### config.mk
export PLATFORM = sky130hd
export DESIGN_NAME = sdc_contact_io
export DESIGN_NICKNAME = d
export VERILOG_FILES = /design/src/hdl/sdc_pkg.sv /design/src/hdl/sdc_contact_if.sv /design/src/hdl/sdc_debounce.sv /design/src/hdl/sdc_contact_io.sv
export VERILOG_INCLUDE_DIRS = /design/src /design/src/hdl
export SDC_FILE = /design/constraint.sdc
export NUM_CORES = 1
export LEC_CHECK = 0
export ABC_CLOCK_PERIOD_IN_PS = 9250
export BUFFER_PORTS_ARGS = -buffer_cell sky130_fd_sc_hd__buf_2
export CORE_ASPECT_RATIO = 1.4
export CORE_MARGIN = 1.5
export CORE_UTILIZATION = 60
export CTS_CLUSTER_DIAMETER = 120
export DETAILED_ROUTE_END_ITERATION = 8
export PLACE_DENSITY = 0.87
export SLEW_MARGIN = 20
export SYNTH_ARGS = -nofsm -noshare
export SYNTH_HDL_FRONTEND = slang
export SYNTH_SLANG_ARGS = --single-unit
export TNS_END_PERCENT = 10
### constraint.sdc
create_clock -name mclk -period 9.25 [get_ports mclk]
set_input_delay 0.4625 -clock mclk [delete_from_list [all_inputs] [get_ports mclk]]
set_output_delay 0.4625 -clock mclk [all_outputs]
set_load 0.1 [all_outputs]
### src/hdl/sdc_defs.svh
// Constants of the servo drive contact I/O block: offsets, fields, reset values, timing.
// Assumes a 100 MHz mclk and 32-bit Avalon-MM word registers at byte addresses.
`ifndef SDC_DEFS_SVH
`define SDC_DEFS_SVH

// Timing
`define SDC_CLK_NS      10
`define SDC_MS_NS       1000000
`define SDC_MS_CYCLES   (`SDC_MS_NS / `SDC_CLK_NS)
`define SDC_DB_MS       2'h2

// Contact input positions
`define SDC_NIN         8
`define SDC_IN_DIR      0
`define SDC_IN_LOOP     1
`define SDC_IN_STOP     2
`define SDC_IN_CCW      3
`define SDC_IN_CW       4
`define SDC_IN_TSRC     5
`define SDC_IN_CLR      6
`define SDC_IN_HALT     7
`define SDC_PIN_IDLE    8'hff

// Fault source positions
`define SDC_F_OC        0
`define SDC_F_OV        1
`define SDC_F_OL        2
`define SDC_F_PWR       3
`define SDC_F_ENC       4
`define SDC_F_OTHER     5

// Register byte offsets
`define SDC_OFS_CTRL    6'h00
`define SDC_OFS_SPEED_REACHED_OUT   6'h04
`define SDC_OFS_POSITION_REACHED_OUT   6'h08
`define SDC_OFS_BRKSPD  6'h0c
`define SDC_OFS_BRKTIME 6'h10
`define SDC_OFS_TRQDIG  6'h14
`define SDC_OFS_FAULT   6'h18
`define SDC_OFS_STATUS  6'h1c

// Control fields
`define SDC_CTRL_MODE   0
`define SDC_CTRL_STOPSEL 2
`define SDC_CTRL_HALTPOL 3

// Reset values
`define SDC_MODE_RST    2'h1
`define SDC_SPEED_REACHED_OUT_RST   16'h000a
`define SDC_POSITION_REACHED_OUT_RST   16'h0010
`define SDC_BRKSPD_RST  16'h0032
`define SDC_BRKTIME_RST 16'h0032
`define SDC_TRQDIG_RST  16'h7fff
`define SDC_ZERO_SPD    17'h0000a

`endif

### src/hdl/sdc_pkg.sv
// Types of the servo drive contact I/O block: modes, halt states, state records.
// Assumes sdc_defs.svh is on the include path.
`include "sdc_defs.svh"
package sdc_pkg;
	typedef enum logic [1:0] {
		SDC_MODE_TORQUE = 2'b00,
		SDC_MODE_SPEED  = 2'b01,
		SDC_MODE_POS    = 2'b10
	} sdc_mode_t;
	typedef enum logic [1:0] {
		SDC_HALT_RUN   = 2'b00,
		SDC_HALT_DECEL = 2'b01,
		SDC_HALT_COAST = 2'b10
	} sdc_halt_t;
	typedef struct packed {
		logic [`SDC_NIN-1:0]       s1;
		logic [`SDC_NIN-1:0]       s2;
		logic [`SDC_NIN-1:0]       stable;
		logic [`SDC_NIN-1:0][1:0]  cnt;
	} sdc_db_t;
	typedef struct packed {
		logic                ack;
		logic [31:0]         rdata;
		sdc_mode_t           mode;
		logic                stop_sel;
		logic                halt_pol;
		logic [15:0]         speed_reached_out;
		logic [15:0]         position_reached_out;
		logic [15:0]         brkspd;
		logic [15:0]         brktime;
		logic [15:0]         trqdig;
		logic [5:0]          faults;
		sdc_halt_t           halt;
		logic [16:0]         tick_cnt;
		logic                tick;
		logic [15:0]         brk_cnt;
		logic                clr_d;
		logic                powered;
		logic signed [15:0]  speed_cmd;
		logic [15:0]         torque_cap;
		logic                p_only;
		logic                err_clear;
		logic                decel;
		logic                coast;
		logic                run;
		logic                brake;
		logic                reached;
		logic                stopped;
		logic                capped;
		logic                ready;
		logic                alarm;
		logic [2:0]          code;
	} sdc_core_t;
endpackage

### src/hdl/sdc_contact_if.sv
// Carrier between the core and the contact filter: raw pins in, ON levels out.
// Assumes both ends run on mclk; ce and tick come from the core.
`timescale 1ns/1ns
`default_nettype none
`include "sdc_defs.svh"
interface sdc_contact_if;
	logic                ce;
	logic                tick;
	logic [`SDC_NIN-1:0] raw;
	logic [`SDC_NIN-1:0] on;
	modport filt (input ce, input tick, input raw, output on);
	modport core (output ce, output tick, output raw, input on);
endinterface
`default_nettype wire

### src/hdl/sdc_debounce.sv
// Contact filter: two-flop synchroniser and millisecond debounce per contact.
// Assumes a one-cycle tick every millisecond and synchronous active-low reset.
`timescale 1ns/1ns
`default_nettype none
`include "sdc_defs.svh"
module sdc_debounce (
	input  wire logic  mclk,    // System clock
	input  wire logic  rstn,    // Synchronous reset, active low
	sdc_contact_if.filt cif     // Raw contacts in, ON levels out
);
	import sdc_pkg::*;
	sdc_db_t s;
	sdc_db_t next_s;

	// Pin high is OFF, so the idle value is all ones
	assign cif.on = ~s.stable;

	// Level must hold for DB_MS ticks before it is accepted
	always_comb begin
		next_s = s;
		next_s.s1 = cif.raw;
		next_s.s2 = s.s1;
		for (int i = 0; i < `SDC_NIN; i++) begin
			if (s.s2[i] == s.stable[i]) begin
				next_s.cnt[i] = 2'h0;
			end else if (cif.tick) begin
				if (s.cnt[i] == `SDC_DB_MS - 2'h1) begin
					next_s.stable[i] = s.s2[i];
					next_s.cnt[i]    = 2'h0;
				end else begin
					next_s.cnt[i] = s.cnt[i] + 2'h1;
				end
			end
		end
	end

	// State register
	always_ff @(posedge mclk) begin
		if (!rstn) begin
			s <= '{s1: `SDC_PIN_IDLE, s2: `SDC_PIN_IDLE, stable: `SDC_PIN_IDLE, default: '0};
		end else if (cif.ce) begin
			s <= next_s;
		end
	end
endmodule // sdc_debounce
`default_nettype wire

### src/hdl/sdc_contact_io.sv
// Servo drive contact I/O core: contact inputs, status outputs, halt, brake, registers.
// Assumes contact pins are asynchronous, drive core signals are registered, Avalon-MM master.
`timescale 1ns/1ns
`default_nettype none
`include "sdc_defs.svh"
module sdc_contact_io #(
	parameter int unsigned MS_TICK_CYCLES = `SDC_MS_CYCLES // Cycles per millisecond
) (
	input  wire logic                mclk,                   // System clock, 100 MHz
	input  wire logic                rstn,                   // Synchronous reset, active low
	input  wire logic                ce,                     // Clock enable, freezes state
	input  wire logic [5:0]          avs_address,            // Byte address
	input  wire logic                avs_read,               // Read request
	input  wire logic                avs_write,              // Write request
	input  wire logic [31:0]         avs_writedata,          // Write data
	input  wire logic [3:0]          avs_byteenable,         // Byte lanes
	output logic [31:0]              avs_readdata,           // Read data
	output logic                     avs_waitrequest,        // Stall
	input  wire logic                dir_select_in_n,        // Direction contact
	input  wire logic                speed_loop_type_in_n,   // Loop-type contact
	input  wire logic                stop_start_in_n,        // Stop/start contact
	input  wire logic                ccw_travel_permit_in_n, // CCW permit contact
	input  wire logic                cw_travel_permit_in_n,  // CW permit contact
	input  wire logic                torque_cap_source_in_n, // Torque source contact
	input  wire logic                fault_clear_in_n,       // Fault clear contact
	input  wire logic                emergency_halt_in,      // Halt contact, raw level
	input  wire logic                power_good_in,          // Supply good
	input  wire logic [5:0]          fault_src_in,           // Detected faults
	input  wire logic signed [15:0]  speed_cmd_in,           // Commanded speed
	input  wire logic signed [15:0]  speed_fb_in,            // Actual speed
	input  wire logic signed [15:0]  pos_err_in,             // Position error
	input  wire logic [15:0]         torque_req_in,          // Torque demand
	input  wire logic [15:0]         analog_torque_cap_in,   // Analog torque cap
	output logic signed [15:0]       speed_cmd_out,          // Effective speed command
	output logic [15:0]              torque_cap_out,         // Applied torque cap
	output logic                     p_only_out,             // Proportional only
	output logic                     err_clear_out,          // Clear error count
	output logic                     decel_out,              // Rapid deceleration
	output logic                     coast_out,              // Free run
	output logic                     run_enable_out,         // Motion permitted
	output logic                     brake_out_n,            // Brake contact
	output logic                     ready_out_n,            // Ready contact
	output logic                     reached_out_n,          // Completion contact
	output logic                     alarm_ok_out_n,         // Alarm contact
	output logic                     fault_code_bit0_n,      // Fault code bit 0
	output logic                     fault_code_bit1_n,      // Fault code bit 1
	output logic                     fault_code_bit2_n,      // Fault code bit 2
	output logic                     motor_stopped_out_n,    // Zero speed contact
	output logic                     torque_capped_out_n     // Torque status contact
);
	import sdc_pkg::*;

	sdc_core_t     s;
	sdc_core_t     next_s;
	sdc_contact_if cif ();

	// Magnitude of a widened signed value
	function automatic logic [16:0] sdc_abs(input logic signed [16:0] v);
		sdc_abs = v[16] ? 17'(-v) : v;
	endfunction

	// Negation that does not wrap at the most negative value
	function automatic logic signed [15:0] sdc_neg(input logic signed [15:0] v);
		sdc_neg = (v == 16'sh8000) ? 16'sh7fff : 16'(-v);
	endfunction

	// Byte-lane merge of a write into a 16-bit field
	function automatic logic [15:0] sdc_merge(input logic [15:0] old, input logic [31:0] wd,
		input logic [3:0] be);
		sdc_merge[7:0]  = be[0] ? wd[7:0] : old[7:0];
		sdc_merge[15:8] = be[1] ? wd[15:8] : old[15:8];
	endfunction

	// Halt has priority, then faults in fixed order
	function automatic logic [2:0] sdc_code(input logic halted, input logic [5:0] f);
		if (halted)                 sdc_code = 3'h7;
		else if (f[`SDC_F_OC])      sdc_code = 3'h6;
		else if (f[`SDC_F_OV])      sdc_code = 3'h5;
		else if (f[`SDC_F_OL])      sdc_code = 3'h4;
		else if (f[`SDC_F_PWR])     sdc_code = 3'h3;
		else if (f[`SDC_F_ENC])     sdc_code = 3'h2;
		else if (f[`SDC_F_OTHER])   sdc_code = 3'h1;
		else                        sdc_code = 3'h0;
	endfunction

	// Contact filter
	assign cif.ce   = ce;
	assign cif.tick = s.tick;
	assign cif.raw  = {emergency_halt_in, fault_clear_in_n, torque_cap_source_in_n,
		cw_travel_permit_in_n, ccw_travel_permit_in_n, stop_start_in_n,
		speed_loop_type_in_n, dir_select_in_n};
	sdc_debounce u_debounce (
		.mclk (mclk),
		.rstn (rstn),
		.cif  (cif)
	);

	// Bus handshake: one stall cycle, answer held while frozen
	assign avs_waitrequest = (avs_read | avs_write) & ~(s.ack & ce);
	assign avs_readdata    = s.rdata;

	// Contacts drive low for ON
	assign speed_cmd_out       = s.speed_cmd;
	assign torque_cap_out      = s.torque_cap;
	assign p_only_out          = s.p_only;
	assign err_clear_out       = s.err_clear;
	assign decel_out           = s.decel;
	assign coast_out           = s.coast;
	assign run_enable_out      = s.run;
	assign brake_out_n         = ~s.brake;
	assign ready_out_n         = ~s.ready;
	assign reached_out_n       = ~s.reached;
	assign alarm_ok_out_n      = s.alarm;
	assign fault_code_bit0_n   = ~s.code[0];
	assign fault_code_bit1_n   = ~s.code[1];
	assign fault_code_bit2_n   = ~s.code[2];
	assign motor_stopped_out_n = ~s.stopped;
	assign torque_capped_out_n = ~s.capped;

	logic                on_halt;
	logic                halted;
	logic                clr_rise;
	logic                alarm_any;
	logic signed [15:0]  cmd;
	logic                start_ok;
	logic [16:0]         fb_mag;

	// Next-state logic
	always_comb begin
		next_s    = s;
		on_halt   = cif.on[`SDC_IN_HALT] ^ s.halt_pol;
		halted    = (s.halt != SDC_HALT_RUN);
		clr_rise  = cif.on[`SDC_IN_CLR] & ~s.clr_d & ~halted;
		fb_mag    = sdc_abs(17'(speed_fb_in));
		cmd       = speed_cmd_in;
		start_ok  = 1'b1;

		// Millisecond tick for debounce and brake timing
		next_s.tick = 1'b0;
		if (s.tick_cnt == 17'(MS_TICK_CYCLES - 1)) begin
			next_s.tick_cnt = 17'h00000;
			next_s.tick     = 1'b1;
		end else begin
			next_s.tick_cnt = s.tick_cnt + 17'h00001;
		end

		// Bus: read data latched on the stall cycle, write applied on the accept cycle
		next_s.ack = (avs_read | avs_write) & ~s.ack;
		if (avs_read & ~s.ack) begin
			unique case (avs_address)
				`SDC_OFS_CTRL:    next_s.rdata = {28'h0000000, s.halt_pol, s.stop_sel, s.mode};
				`SDC_OFS_SPEED_REACHED_OUT:   next_s.rdata = {16'h0000, s.speed_reached_out};
				`SDC_OFS_POSITION_REACHED_OUT:   next_s.rdata = {16'h0000, s.position_reached_out};
				`SDC_OFS_BRKSPD:  next_s.rdata = {16'h0000, s.brkspd};
				`SDC_OFS_BRKTIME: next_s.rdata = {16'h0000, s.brktime};
				`SDC_OFS_TRQDIG:  next_s.rdata = {16'h0000, s.trqdig};
				`SDC_OFS_FAULT:   next_s.rdata = {26'h0000000, s.faults};
				`SDC_OFS_STATUS:  next_s.rdata = {8'h00, cif.on, 5'h00, s.halt, s.brake,
					s.capped, s.stopped, s.code, s.alarm, s.reached, s.ready};
				default:          next_s.rdata = 32'h00000000;
			endcase
		end
		if (avs_write & s.ack) begin
			unique case (avs_address)
				`SDC_OFS_CTRL: begin
					if (avs_byteenable[0]) begin
						next_s.mode     = sdc_mode_t'(avs_writedata[`SDC_CTRL_MODE +: 2]);
						next_s.stop_sel = avs_writedata[`SDC_CTRL_STOPSEL];
						next_s.halt_pol = avs_writedata[`SDC_CTRL_HALTPOL];
					end
				end
				`SDC_OFS_SPEED_REACHED_OUT:   next_s.speed_reached_out   = sdc_merge(s.speed_reached_out, avs_writedata, avs_byteenable);
				`SDC_OFS_POSITION_REACHED_OUT:   next_s.position_reached_out   = sdc_merge(s.position_reached_out, avs_writedata, avs_byteenable);
				`SDC_OFS_BRKSPD:  next_s.brkspd  = sdc_merge(s.brkspd, avs_writedata, avs_byteenable);
				`SDC_OFS_BRKTIME: next_s.brktime = sdc_merge(s.brktime, avs_writedata, avs_byteenable);
				`SDC_OFS_TRQDIG:  next_s.trqdig  = sdc_merge(s.trqdig, avs_writedata, avs_byteenable);
				default: ;
			endcase
		end

		// Latched faults; a new fault beats a clear in the same cycle
		next_s.clr_d  = cif.on[`SDC_IN_CLR];
		next_s.faults = (s.faults & ~{6{clr_rise}}) | fault_src_in;
		alarm_any     = (|s.faults) | halted;
		next_s.alarm  = alarm_any;
		next_s.code   = sdc_code(halted, s.faults);

		// Emergency halt: hard stop, then coast until released
		unique case (s.halt)
			SDC_HALT_RUN:   if (on_halt) next_s.halt = SDC_HALT_DECEL;
			SDC_HALT_DECEL: if (fb_mag <= `SDC_ZERO_SPD) next_s.halt = SDC_HALT_COAST;
			SDC_HALT_COAST: if (!on_halt) next_s.halt = SDC_HALT_RUN;
			default:        next_s.halt = SDC_HALT_RUN;
		endcase
		next_s.decel = (s.halt == SDC_HALT_DECEL);
		next_s.coast = (s.halt == SDC_HALT_COAST);

		// Speed command path: direction, stop/start, travel permits
		if (s.mode == SDC_MODE_SPEED && cif.on[`SDC_IN_DIR]) begin
			cmd = sdc_neg(speed_cmd_in);
		end
		if (s.stop_sel) begin
			start_ok = cif.on[`SDC_IN_STOP];
		end else if (cif.on[`SDC_IN_STOP]) begin
			cmd = 16'sh0000;
		end
		if ((cmd > 16'sh0000 && !cif.on[`SDC_IN_CCW]) ||
			(cmd < 16'sh0000 && !cif.on[`SDC_IN_CW])) begin
			cmd = 16'sh0000;
		end
		next_s.run = start_ok & ~alarm_any & power_good_in;
		// Speed command, loop-type and clear inputs are ignored during a halt; the torque source contact still applies
		next_s.speed_cmd  = next_s.run ? cmd : 16'sh0000;
		next_s.p_only     = cif.on[`SDC_IN_LOOP] & ~halted;
		next_s.torque_cap = cif.on[`SDC_IN_TSRC] ? analog_torque_cap_in : s.trqdig;
		next_s.err_clear  = (s.mode == SDC_MODE_POS) & clr_rise;

		// Status contacts
		next_s.stopped = (fb_mag <= `SDC_ZERO_SPD);
		if (s.mode == SDC_MODE_SPEED) begin
			next_s.reached = sdc_abs(17'(cmd) - 17'(speed_fb_in)) <= {1'b0, s.speed_reached_out};
		end else if (s.mode == SDC_MODE_POS) begin
			next_s.reached = sdc_abs(17'(pos_err_in)) <= {1'b0, s.position_reached_out};
		end else begin
			next_s.reached = 1'b0;
		end
		next_s.capped = (s.mode == SDC_MODE_TORQUE) | (torque_req_in > s.torque_cap);
		next_s.powered = 1'b1;
		next_s.ready   = s.powered & power_good_in & ~alarm_any;

		// Brake holds off until speed is low or the hold time is spent
		if (next_s.run) begin
			next_s.brake   = 1'b1;
			next_s.brk_cnt = 16'h0000;
		end else if (s.brake) begin
			if (s.tick && s.brk_cnt != 16'hffff) begin
				next_s.brk_cnt = s.brk_cnt + 16'h0001;
			end
			if (fb_mag <= {1'b0, s.brkspd} || s.brk_cnt >= s.brktime) begin
				next_s.brake = 1'b0;
			end
		end
	end

	// State register
	always_ff @(posedge mclk) begin
		if (!rstn) begin
			s <= '{mode: sdc_mode_t'(`SDC_MODE_RST), halt: SDC_HALT_RUN,
				speed_reached_out: `SDC_SPEED_REACHED_OUT_RST, position_reached_out: `SDC_POSITION_REACHED_OUT_RST, brkspd: `SDC_BRKSPD_RST,
				brktime: `SDC_BRKTIME_RST, trqdig: `SDC_TRQDIG_RST, default: '0};
		end else if (ce) begin
			s <= next_s;
		end
	end
endmodule // sdc_contact_io
`default_nettype wire

[After elaboration in Yosys (flattened, before gate mapping)]
Cells that the tools add are included.
Operators by class
  add/sub/neg operators: 15
  magnitude comparators: 8
  eq/ne operators: 33
  multiplexer cells: 57
  bitwise operators: 42
  reductions and logical operators: 53
Operators by type and width (number)
  24-bit case mux with 8 select lines: 1
  16-bit two-way mux: 10
  4-bit AND reduction: 20
  17-bit two-way mux: 4
  2-bit two-way mux: 29
  17-bit by 16-bit <= comparator with 1-bit output: 3
  16-bit negator with 17-bit output: 2
  6-bit by 5-bit equality test with 1-bit output (second input constant): 4
  2-bit nonzero test: 11
  1-bit inverter: 21
  2-bit by 1-bit equality test with 1-bit output (second input constant): 10
  2-bit AND reduction: 9
  17-bit by 1-bit adder with 17-bit output (second input constant): 1
  17-bit equality test (second input constant): 1
  17-bit by 4-bit <= comparator with 1-bit output (second input constant): 1
  17-bit negator: 1
  16-bit by 16-bit subtractor with 17-bit output: 1
  16-bit by 1-bit adder with 16-bit output (second input constant): 1
  2-bit by 1-bit adder with 2-bit output (second input constant): 8
  16-bit equality test (second input constant): 1
  16-bit greater-or-equal comparator: 1
  16-bit by 1-bit greater-than comparator with 1-bit output (second input constant): 1
  16-bit greater-than comparator: 1
  16-bit by 1-bit less-than comparator with 1-bit output (second input constant): 1
  other kinds (24): 65
Word-level totals
  flip-flop bits (word level): 247
  input bits: 142
  output and inout port bits: 79
  logic and storage cells: 262

[Longest topological paths before layout]
Gate-level depths: netlist of run 1.
  depth in word-level cells: 14
  mapped depth: 31
  mapped depth without buffers: 30

[Modules after synthesis]
From an unflattened synthesis of run 1, not the netlist that was laid out.
Second synthesis, totals
  cells, all modules: 1850
  area, all modules: 14905.5 um^2
By module, submodules not included
  sdc_contact_io: times used 1, cells an instance 1695, area each 13265.2 um^2, sequential area each 3983.8 um^2
  sdc_debounce: times used 1, cells an instance 155, area each 1640.3 um^2, sequential area each 800.8 um^2

[Worst setup path after synthesis of run 1]
OpenSTA, ideal clock, no wires.
  kind: input -> register
  start: input speed_cmd_in[1]
  end: register s[7] (netlist name)
  library setup time: 0.059 ns
  arrival time: 6.011 ns
  data required time: 9.191 ns
  slack: 3.180 ns
  cell stages on the path: 31
  buffers on the path: 1
  cell sequence: inv_1 > ha_1 > nor2b_1 > nand2_1 > o311a_1 > or3_1 > nand2_1 > nor4_4 > a211oi_4 > or2_2 > ha_1 > inv_1 > fa_1 > a211oi_1 > o21ai_0 > a21oi_1 > o41ai_1 > and2_1 > a31o_2 > clkbuf_1 > nor2_1 > xnor2_1 > ha_1 > a21o_1 > a21o_1 > a211oi_1 > o21ai_0 > a21oi_1 > o21ai_0 > a21oi_1 > o31a_1
On the way
  cells in the longest elaborated chain, start to end: 14
  elaborated cells on any way between the ends: 17
  those cells by class: add/sub (3); order compare (3); eq/ne (1); mux (7); reduce/logical (3)
RTL lines
  start, declared: RTL line sdc_contact_io.sv:29  | input wire logic signed [15:0] speed_cmd_in,
  16-bit negator / 16-bit equality test (equally long branches): RTL line sdc_contact_io.sv:64  | sdc_neg = (v == 16'sh8000) ? 16'sh7fff : 16'(-v);
  16-bit two-way mux: RTL line sdc_contact_io.sv:64
  16-bit two-way mux (*): RTL line sdc_contact_io.sv:199  | if (s.mode == SDC_MODE_SPEED && cif.on[`SDC_IN_DIR]) begin
  16-bit two-way mux: RTL line sdc_contact_io.sv:204  | end else if (cif.on[`SDC_IN_STOP]) begin
  16-bit two-way mux (*): RTL line sdc_contact_io.sv:202  | if (s.stop_sel) begin
  16-bit by 1-bit greater-than comparator with 1-bit output / 16-bit by 1-bit less-than comparator with 1-bit output (equally long branches): RTL line sdc_contact_io.sv:207, sdc_contact_io.sv:208
  1-bit logical AND, on equally long branches: RTL line sdc_contact_io.sv:207, sdc_contact_io.sv:208
  1-bit logical OR: RTL line sdc_contact_io.sv:207  | if ((cmd > 16'sh0000 && !cif.on[`SDC_IN_CCW]) ||
  16-bit two-way mux (*): RTL line sdc_contact_io.sv:207
  16-bit by 16-bit subtractor with 17-bit output (*): RTL line sdc_contact_io.sv:221  | next_s.reached = sdc_abs(17'(cmd) - 17'(speed_fb_in)) <= {1'b0, s.speed_reached_out};
  17-bit negator: RTL line sdc_contact_io.sv:59  | sdc_abs = v[16] ? 17'(-v) : v;
  17-bit two-way mux (*): RTL line sdc_contact_io.sv:59
  17-bit by 16-bit <= comparator with 1-bit output (*): RTL line sdc_contact_io.sv:221
  1-bit two-way mux (*): RTL line sdc_contact_io.sv:220  | if (s.mode == SDC_MODE_SPEED) begin
  end signal, assigned: RTL line sdc_contact_io.sv:248  | s <= '{mode: sdc_mode_t'(`SDC_MODE_RST), halt: SDC_HALT_RUN,
  end signal, assigned: RTL line sdc_contact_io.sv:252  | s <= next_s;
  end, declared: RTL line sdc_contact_io.sv:53  | sdc_core_t s;
Every way passes the cells marked *; elsewhere a longest branch is shown, timed or not.
A chain may end at the register's enable or synchronous reset.

[Final worst setup path of run 1]
  start: register s[172] (netlist name)
  end: register s[7] (netlist name)
On the way
  cells in the longest elaborated chain, start to end: 14
  elaborated cells on any way between the ends: 18
  those cells by class: add/sub (2); order compare (3); eq/ne (2); mux (7); reduce/logical (4)
RTL lines (RTL line)
  2-bit by 1-bit equality test with 1-bit output: sdc_contact_io.sv:199, sdc_contact_io.sv:220
  1-bit logical AND: sdc_contact_io.sv:199
  16-bit two-way mux: sdc_contact_io.sv:199
  16-bit two-way mux: sdc_contact_io.sv:204
  16-bit two-way mux: sdc_contact_io.sv:202
  16-bit by 1-bit greater-than comparator with 1-bit output / 16-bit by 1-bit less-than comparator with 1-bit output (equally long branches): sdc_contact_io.sv:207, sdc_contact_io.sv:208
  1-bit logical AND, on equally long branches: sdc_contact_io.sv:207, sdc_contact_io.sv:208
  1-bit logical OR: sdc_contact_io.sv:207
  16-bit two-way mux: sdc_contact_io.sv:207
  16-bit by 16-bit subtractor with 17-bit output: sdc_contact_io.sv:221
  17-bit negator: sdc_contact_io.sv:59
  17-bit two-way mux: sdc_contact_io.sv:59
  17-bit by 16-bit <= comparator with 1-bit output: sdc_contact_io.sv:221
  1-bit two-way mux (*): sdc_contact_io.sv:220
Marked as above.

==> results of run 1 <==
[power by group]
part	internal, mW	total [mW]	switching [mW]
clock network	0.613	1.03	0.421
logic	0.129	0.410	0.280
registers	1.05	1.07	0.0193
total	1.79	2.51	0.721
[logic make-up after synthesis]
kind of cell    count (synthesis)  synth area share
fa+ha+maj                     103           0.08549
simple gates                  661            0.2186
flops                         239            0.3156
mux                           113           0.07468
other cells                     1         0.0002473
buf+inv                       271           0.08483
compound gates                377            0.1693
xor+xnor                       88           0.05133
[layout make-up]
cell class              count  area (um^2)
flip-flops and latches    239         4786
repair buffers            202         1033
clock inverters            12        151.4
inverters                 127        476.7
diodes                      1        2.502
clock buffers              31        688.2
multi-input cells        1350         9130
well taps                 315        394.1
fillers                  1884         8097
[worst max-delay path: cells and delay by family (launching register included)]
kind / cells / cell delay [ns]
buffers and inverters: 1 / 0.05
xor gates and xnor gates: 1 / 0.23
adders and majority gates: 3 / 0.86
AOI/OAI and AO/OA: 16 / 3.71
and+or+nand+nor: 7 / 2.20
DFF: 1 / 0.42
[stage by stage]
step,utilization,power [mW],cells,hold WS (ns),setup slack (ns)
3_5_place_dp,0.6386,1.489,2233,0.4296,1.860
6_report,0.6730,2.510,2277,0.1653,1.715
2_1_floorplan,-,1.391,1860,0.4153,3.180
4_1_cts,0.6725,2.510,2276,0.1520,1.838
3_3_place_gp,0.6386,1.476,2233,0.4226,2.006
5_1_grt,0.6729,2.590,2276,0.1628,1.341
[layer usage]
metal	track usage	up-vias	wire, um
li1	-	6572	-
met1	0.3614	6556	16000
met2	0.5504	669	20840
met3	0.04853	170	3149
met4	0.2049	0	2943
met5	0	-	0
[state kept, by name, summed over array words and instances (netlist names), 8 cells and up]
signal / flops
avs_readdata: 24
u_debounce.next_s: 8
torque_cap_out: 16
s: 136
u_debounce.s: 32
speed_cmd_out: 16
[placed cells by master (no fill, tap or decap), types with 28 or more instances in the layout]
cell     Yosys  layout
o21ai_0     81      81
nand3_1     67      67
nor2_1     132     132
nor2b_1     89      89
nor3_1      28      28
buf_2        5     193
ha_1       102     102
mux2i_1    112     112
dfxtp_1    239     238
nand2_1    213     213
xor2_1      35      35
xnor2_1     52      52
inv_1      126     126
a21oi_1     91      91
[path summary, 6_finish.rpt]
path,endpoint,from,cells after the start
hold / removal,u_debounce.next_s[28]$_SDFFE_PN1P_,cw_travel_permit_in_n,3
hold reg to reg,u_debounce.s[5]$_SDFFE_PN0P_,u_debounce.s[5]$_SDFFE_PN0P_,2
setup / recovery,s[7]$_SDFFE_PN0P_,s[172]$_SDFFE_PN1P_,28
setup reg to reg,s[7]$_SDFFE_PN0P_,s[172]$_SDFFE_PN1P_,28
==> metrics.md, run 1 <==
| Metric | Value |
|---|---|
| Crit-path max cell delay | 0.77 ns |
| Starting Density | 0.6124 |
| Post-DRT Antenna Nets | 0 |
| Layout cells sized above 1 | 0.1438 |
| Mapped cell area | 15160 um^2 |
| CTS Hold Bufs | 0 |
| Pleak | 7.209 nW |
| Core Area | 24760 um^2 |
| Outcome | finished clean |
| Wire length per cell | 18.86 um |
| Initial antenna violation count | 0 |
| Top_reg_cell synth | dfxtp_1 |
| F_max | 132.7 MHz |
| Ys async rst share | 0 |
| Worst-path fanout max | 19 |
| Die area | 26250 um^2 |
| Total CTS buffers | 24 |
| Cell Area, Placed | 15810 um^2 |
| CP Class | flop to flop |
| Crit share post-route | 0.8145 |
| Synth warnings | 0 |
| Count leader, synth | dfxtp_1 |
| Slew Limit Fails | 0 |
| Crit start category | flop |
| MaxCap Viol Count | 0 |
| Postcts setup bufs | 0 |
| Largest net degree at the start of global routing | 78 |
| Longest Clk Path Bufs | 3 |
| I/O pins | 221 |
| Port bufs | 194 |
| RSZ-0062 raised after global routing | no |
| Drt total wl | 42940 um |
| Library cells used by synthesis | 84 |
| Clk_lat worst skew | 0.52 ns |
| Synth area leader | dfxtp_1 |
| Synth Register Bits | 239 |
| Reg clk slew, reported paths | 0.07 ns |
| Via count | 13970 |
| Cts repair resizes | 0 |
| Setup_tns | 0 ns |
| Worst Tran Pin Value | 1.120 ns |
| CTS sink cnt | 239 |
| GRT overflow | 0 |
| Crit. End Element | flop |
| Clk_skew | 0.01128 ns |
| Root buffer cell | clkbuf_16 |
| R2R Setup Slk | 1.72 ns |
| Synth top area cells | dfxtp_1 32%, ha_1 8.4%, mux2i_1 7.4% |
| Die height | 191.1 um |
| Average size of a mapped cell | 8.182 um^2 |
| Vias/cell | 6.134 |
| # rows | 68 |
| Worst hold path class | primary input to flop |
| DRC errors left | 0 |
| P per Cell Area | 150.7 nW/um^2 |
| Worst IR Drop VDD | 158.9 uV |
| Most frequent cells after synthesis | 239 x dfxtp_1, 213 x nand2_1, 132 x nor2_1, 126 x inv_1, 112 x mux2i_1 |
| Critical Path Most Common Cell | o21ai_0 |
| Period minus WS final | 7.535 ns |
| Crit-path slowest cell | nor2b_1 |
| First-pass GRT wire length | 66450 um |
| Hold Fails Final Rpt | 0 |
| Critical Path AT | 8.00 ns |
| First-pass DRT Iterations | 5 |
| Sequential area share after synthesis | 0.3156 |
| Cells after Synth | 1853 |
| Post-DP HPWL | 31840 um |
| Area Overhead vs Synth | 9.894% |
| CTS tree | built |
| Overall routing resource usage | 0.3185 |
| Layout Nets | 2189 |
| Top-area cell type share of the netlist area | 0.3156 |
| Max H-tree Level | 1 |
| Drt initial violations | 1172 |
| Placer congestion estimate | 0.9663 |
| EDFF count, synth | 0 |
| Final setup viols | 0 |
| Required time worst endpoint | 9.71 ns |
| Chip Width | 137.4 um |
| Slew margin rel. | 0.2532 |
| Via count of the first global-routing pass | 13440 |
| Final Cell Area | 16660 um^2 |
(Power assumes the default switching activity.)
==> run 2, diff against run 1 <==
- ABC_CLOCK_PERIOD_IN_PS: 9250 -> 6950
- CORE_UTILIZATION: 60 -> 59
- PLACE_DENSITY: 0.87 -> 0.86
- clock period: 9.25 -> 6.95 ns (I/O delays scaled with it)
==> metrics.md, run 2 (synthesis results as in run 1) <==
| Metric | Value |
|---|---|
| Crit path launch | s[172]$_SDFFE_PN1P_ |
| Worst-path fanout max | 11 |
| Most Crowded Layer GR | met2 |
| Outcome | finished clean |
| First-pass DRT Iterations | 5 |
| Reg clk slew, reported paths | 0.07 ns |
| Critical R2R Capture | s[7]$_SDFFE_PN0P_ |
| Drt initial violations | 1239 |
| Clk_skew | 0.03150 ns |
| MaxCap Viol Count | 0 |
| Layout cells sized above 1 | 0.1460 |
| Final setup viols | 0 |
| Worst IR Drop VDD | 359.2 uV |
| Postcts setup bufs | 0 |
| Starting Density | 0.5994 |
| Overall routing resource usage | 0.3055 |
| Top reg by flops | s |
| Crit path to | s[7]$_SDFFE_PN0P_ |
| Slew Limit Fails | 0 |
| Required time worst endpoint | 7.41 ns |
| P per Cell Area | 199.4 nW/um^2 |
| CTS tree | built |
| R2R Setup Slk | 0.44 ns |
| Vias/cell | 6.080 |
| Setup_tns | 0 ns |
| Max reg flops | 136 |
| Cts repair resizes | 0 |
| Die area | 26680 um^2 |
| CTS sink cnt | 239 |
| Worst reg2reg path startpoint | s[172]$_SDFFE_PN1P_ |
| Via count | 13900 |
| Slew margin rel. | 0.2717 |
| Total CTS buffers | 24 |
| Wire length per cell | 18.56 um |
| Post-Layout Cell Count | 2286 |
| Placed insts | 2241 |
| Commonest cells after routing, fill and taps aside | 239 x dfxtp_1, 213 x nand2_1, 193 x buf_2, 132 x nor2_1, 126 x inv_1 |
| Largest net degree at the start of global routing | 79 |
| Crit start category | flop |
| Initial antenna violation count | 2 |
| Crit-path slowest cell | o41ai_1 |
| Pleak | 7.231 nW |
| Clk_lat worst skew | 0.53 ns |
| Core Area | 25300 um^2 |
| CTS Hold Bufs | 0 |
| R2r worst-path depth | 29 |
| First-pass GRT wire length | 66750 um |
| Die height | 192.7 um |
| Root buffer cell | clkbuf_16 |
| GRT overflow | 0 |
| Hold Fails Final Rpt | 0 |
| Most common cell after layout, fill and taps aside | dfxtp_1 |
| Period minus WS final | 6.512 ns |
| Crit. End Element | flop |
| Via count of the first global-routing pass | 13310 |
| Met1 GRT Util | 0.3530 |
| Layout Nets | 2194 |
| Crit share post-route | 0.9369 |
| # rows | 69 |
| Port bufs | 194 |
| Critical Path Most Common Cell | o21ai_0 |
| Placer congestion estimate | 0.9485 |
| I/O pins | 221 |
| Core Util, Final | 0.6601 |
| Drt total wl | 42430 um |
| Area Overhead vs Synth | 10.13% |
| Max H-tree Level | 1 |
| Fillers | 2011 |
| Chip Width | 138.5 um |
| Longest Clk Path Bufs | 3 |
| Final Cell Area | 16700 um^2 |
| Crit-path max cell delay | 0.54 ns |
| Grt met3 use | 0.04268 |
| DRC errors left | 0 |
| F_max | 153.6 MHz |
| Worst Tran Pin Value | 1.090 ns |
| Cell Area, Placed | 15850 um^2 |
| RSZ-0062 raised after global routing | no |
| Critical Path AT | 6.97 ns |
| Post-DP HPWL | 31610 um |
| Post-DRT Antenna Nets | 0 |
| Met2 usage | 0.5367 |
| CP Class | flop to flop |
| Worst hold path class | primary input to flop |
run 2: cell count changes in the layout (fill, tap and decap cells not counted), sizes merged:
cell      previous run  this run
buf                202       207
clkbuf              31        30
clkinv               6        10
clkinvlp             1         0
inv                129       127
run 2: area by class of cell:
type | instances | area, um^2 | share of cell area
diodes | 1 | 2.502 | 0.0001499
clock buffers | 30 | 663.1 | 0.03972
clock inverters | 13 | 161.4 | 0.009667
inverters | 127 | 476.7 | 0.02855
multi-input cells | 1350 | 9131 | 0.5469
flip-flops and latches | 239 | 4785 | 0.2865
well taps | 319 | 399.1 | 0.02390
repair buffers | 207 | 1079 | 0.06459
run 2: metrics by stage:
step / hold slack [ns] / setup slack (ns) / power (mW)
2_1_floorplan: 0.4153 / 0.9951 / 1.851
3_3_place_gp: 0.4223 / 0.3755 / 1.964
3_5_place_dp: 0.4307 / 0.1418 / 1.982
4_1_cts: 0.02938 / 0.2945 / 3.322
5_1_grt: 0.03406 / 0.1198 / 3.436
6_report: 0.03622 / 0.4385 / 3.329
run 2: routing by layer:
metal / share of wire / wire, um
met5: 0.00038 / 16
met4: 0.063 / 2664
met3: 0.062 / 2644
met2: 0.49 / 20790
met1: 0.38 / 16310
run 2: report_power, final:
group,switching [mW],internal [mW]
sequential,0.0257,1.39
combinational,0.372,0.173
clock,0.571,0.793
run 2: how the worst min path moves through the flow:
stage	start	endpoint	slack, ns	cells past startpoint
floorplan	u_debounce.s[11]$_SDFFE_PN0P_	u_debounce.s[11]$_SDFFE_PN0P_	0.42	2
global placement	u_debounce.s[5]$_SDFFE_PN0P_	u_debounce.s[5]$_SDFFE_PN0P_	0.42	2
detailed placement	u_debounce.s[11]$_SDFFE_PN0P_	u_debounce.s[11]$_SDFFE_PN0P_	0.43	2
CTS	ccw_travel_permit_in_n	u_debounce.next_s[27]$_SDFFE_PN1P_	0.03	3
global route	ccw_travel_permit_in_n	u_debounce.next_s[27]$_SDFFE_PN1P_	0.03	3
finish	torque_cap_source_in_n	u_debounce.next_s[29]$_SDFFE_PN1P_	0.04	3
run 2: critical path, delay by kind of cell, from the launching register on:
family / cells / cell delay, ns
AOI/OAI and AO/OA: 16 / 3.17
and+or+nand+nor: 7 / 1.67
adders and majority gates: 3 / 0.72
DFF: 1 / 0.43
buffers and inverters: 2 / 0.28
xor gates and xnor gates: 1 / 0.17
==> run 3, diff against run 2 <==
- CORE_UTILIZATION: 59 -> 58
- PLACE_DENSITY: 0.86 -> 0.85
- SYNTH_HIERARCHICAL: unset -> 1
==> metrics.md, run 3 <==
| Metric | Value |
|---|---|
| Outcome | finished clean |
| Clk_skew | 0.01450 ns |
| Core Util, Final | 0.6521 |
| Most common cell after layout, fill and taps aside | dfxtp_1 |
| Drt total wl | 44110 um |
| Period minus WS final | 6.441 ns |
| Max H-tree Level | 1 |
| Largest net degree at the start of global routing | 110 |
| Area Overhead vs Synth | 10.67% |
| Top-area cell type share of the netlist area | 0.3210 |
| Root buffer cell | clkbuf_16 |
| Slew Limit Fails | 0 |
| Commonest cells after routing, fill and taps aside | 239 x dfxtp_1, 205 x nor2_1, 193 x buf_2, 182 x nand2_1, 132 x inv_1 |
| Crit path to | s[7]$_SDFFE_PN0P_ |
| Final setup viols | 0 |
| Die area | 26680 um^2 |
| Critical R2R Capture | s[7]$_SDFFE_PN0P_ |
| Critical Path AT | 6.89 ns |
| Synth area leader | dfxtp_1 |
| Via count | 14280 |
| F_max | 155.3 MHz |
| Slew margin rel. | 0.2274 |
| GRT overflow | 0 |
| Post-DP HPWL | 33320 um |
| MaxCap Viol Count | 0 |
| Area of the multi-input gates | 8846 um^2 |
| Vias/cell | 6.212 |
| Average size of a mapped cell | 8.057 um^2 |
| Max reg flops | 136 |
| First-pass GRT wire length | 68530 um |
| Longest Clk Path Bufs | 3 |
| Crit start category | flop |
| Cell Area, Placed | 15680 um^2 |
| Ys async rst share | 0 |
| Total CTS buffers | 24 |
| Drt initial violations | 1067 |
| RSZ-0062 raised after global routing | no |
| DRC errors left | 0 |
| Most frequent cells after synthesis | 239 x dfxtp_1, 205 x nor2_1, 182 x nand2_1, 132 x inv_1, 110 x a21oi_1 |
| Die height | 192.7 um |
| R2R Setup Slk | 0.51 ns |
| R2r worst-path depth | 26 |
| WP depth | 26 |
| P per Cell Area | 193.7 nW/um^2 |
| CTS sink cnt | 239 |
| Required time worst endpoint | 7.40 ns |
| Synth top area cells | dfxtp_1 32%, ha_1 8.6%, nor2_1 5.2% |
| Placer congestion estimate | 0.9943 |
| Synth warnings | 6 |
| Top reg by flops | s |
| CP Class | flop to flop |
| Initial antenna violation count | 1 |
| Starting Density | 0.5893 |
| Crit share post-route | 0.9267 |
| Mapped cell area | 14910 um^2 |
| Clk_lat worst skew | 0.53 ns |
| Layout Nets | 2207 |
| Postcts setup bufs | 0 |
| Reg clk slew, reported paths | 0.06 ns |
| Cells after Synth | 1850 |
| Worst Tran Pin Value | 1.155 ns |
| Kind of cell adding the most delay to the critical path | compound AO/OA/AOI/OAI gates |
| Fillers | 2052 |
| Via count of the first global-routing pass | 13580 |
| Chip Width | 138.5 um |
| Crit path launch | u_debounce/s[16]$_SDFFE_PN1P_ |
| CTS tree | built |
| Count leader, synth | dfxtp_1 |
| Crit-path max cell delay | 0.55 ns |
| Crit-path slowest cell | and3b_1 |
| CTS Hold Bufs | 0 |
| Core Area | 25300 um^2 |
| First-pass DRT Iterations | 8 |
| Library cells used by synthesis | 84 |
| Overall routing resource usage | 0.3168 |
| Fin Hold WS | 0.02765 ns |
| Wire length per cell | 19.20 um |
| Worst-path fanout max | 14 |
| Synth Register Bits | 239 |
| Top_reg_cell synth | dfxtp_1 |
| Sequential area share after synthesis | 0.3210 |
| Register area | 4785 um^2 |
| I/O pins | 221 |
| Crit path buf inv count | 2 |
| Hold Fails Final Rpt | 0 |
| Worst reg2reg path startpoint | u_debounce/s[16]$_SDFFE_PN1P_ |
| Worst IR Drop VDD | 193.5 uV |
| Pleak | 6.755 nW |
| Worst hold path class | primary input to flop |
| Post-DRT Antenna Nets | 0 |
| Crit. End Element | flop |
| # rows | 69 |
| Layout cells sized above 1 | 0.1592 |
| # diodes | 0 |
| Cts repair resizes | 0 |
| Final Cell Area | 16500 um^2 |
| EDFF count, synth | 0 |
| Setup_tns | 0 ns |
| Port bufs | 194 |
## run 3: area by class of cell
class / count / share of cell area
clock inverter: 12 / 0.006978
sequential: 239 / 0.2900
clock buffer: 31 / 0.04043
inverter: 133 / 0.03034
multi-input combinational: 1343 / 0.5363
tap: 319 / 0.02420
timing repair buffer: 221 / 0.07175
## run 3: cell families after synthesis
group,share of synthesized area
multiplexers,0.05045
adder cells (fa/ha/maj),0.08696
buffers and inverters,0.08856
AND/OR/NAND/NOR,0.2146
XOR/XNOR,0.05288
other,0.0002516
flip-flops,0.3210
AO/OA/AOI/OAI,0.1853
## run 3: layer usage
| layer | part of all wire | up-vias | GRT usage | wire length, um |
|---|---|---|---|---|
| li1 | - | 6686 | - | - |
| met1 | 0.37 | 6636 | 0.3562 | 16200 |
| met2 | 0.49 | 740 | 0.5704 | 21480 |
| met3 | 0.079 | 212 | 0.04467 | 3492 |
| met4 | 0.066 | 2 | 0.1895 | 2932 |
| met5 | 0.00029 | - | 0 | 13 |
## run 3: per-stage QoR
stage	instances	total power, mW	worst slack (ns)
after floorplan	1857	1.791	0.9788
final	2298	3.196	0.5094
after detailed placement	2254	1.927	0.1141
after global placement	2254	1.910	0.2606
after CTS	2297	3.190	0.4937
after global routing	2298	3.292	0.03713
## run 3: tightest hold or removal path: cells and delay by family
kind                   cells  cell delay [ns]
buffers and inverters      1             0.07
multiplexers               1             0.05
AND/OR/NAND/NOR            1             0.06
## run 3: worst min-delay path by stage
stage	from	slack, ns	depth (start not counted)	endpoint
after detailed placement	speed_cmd_out[11]$_SDFFE_PN0P_	0.44	2	speed_cmd_out[11]$_SDFFE_PN0P_
after global placement	speed_cmd_out[11]$_SDFFE_PN0P_	0.43	2	speed_cmd_out[11]$_SDFFE_PN0P_
after CTS	torque_cap_source_in_n	0.02	3	u_debounce/next_s[29]$_SDFFE_PN1P_
final	torque_cap_source_in_n	0.03	3	u_debounce/next_s[29]$_SDFFE_PN1P_
after floorplan	u_debounce/s[11]$_SDFFE_PN0P_	0.42	1	u_debounce/s[11]$_SDFFE_PN0P_
after global routing	torque_cap_source_in_n	0.03	3	u_debounce/next_s[29]$_SDFFE_PN1P_
## run 3: power breakdown
part / internal, mW / leakage (nW) / total (mW) / switching [mW]
combinational: 0.157 / 4.43 / 0.496 / 0.339
clock: 0.723 / 0.389 / 1.29 / 0.565
sequential: 1.39 / 1.94 / 1.41 / 0.0216
total: 2.27 / 6.76 / 3.20 / 0.925
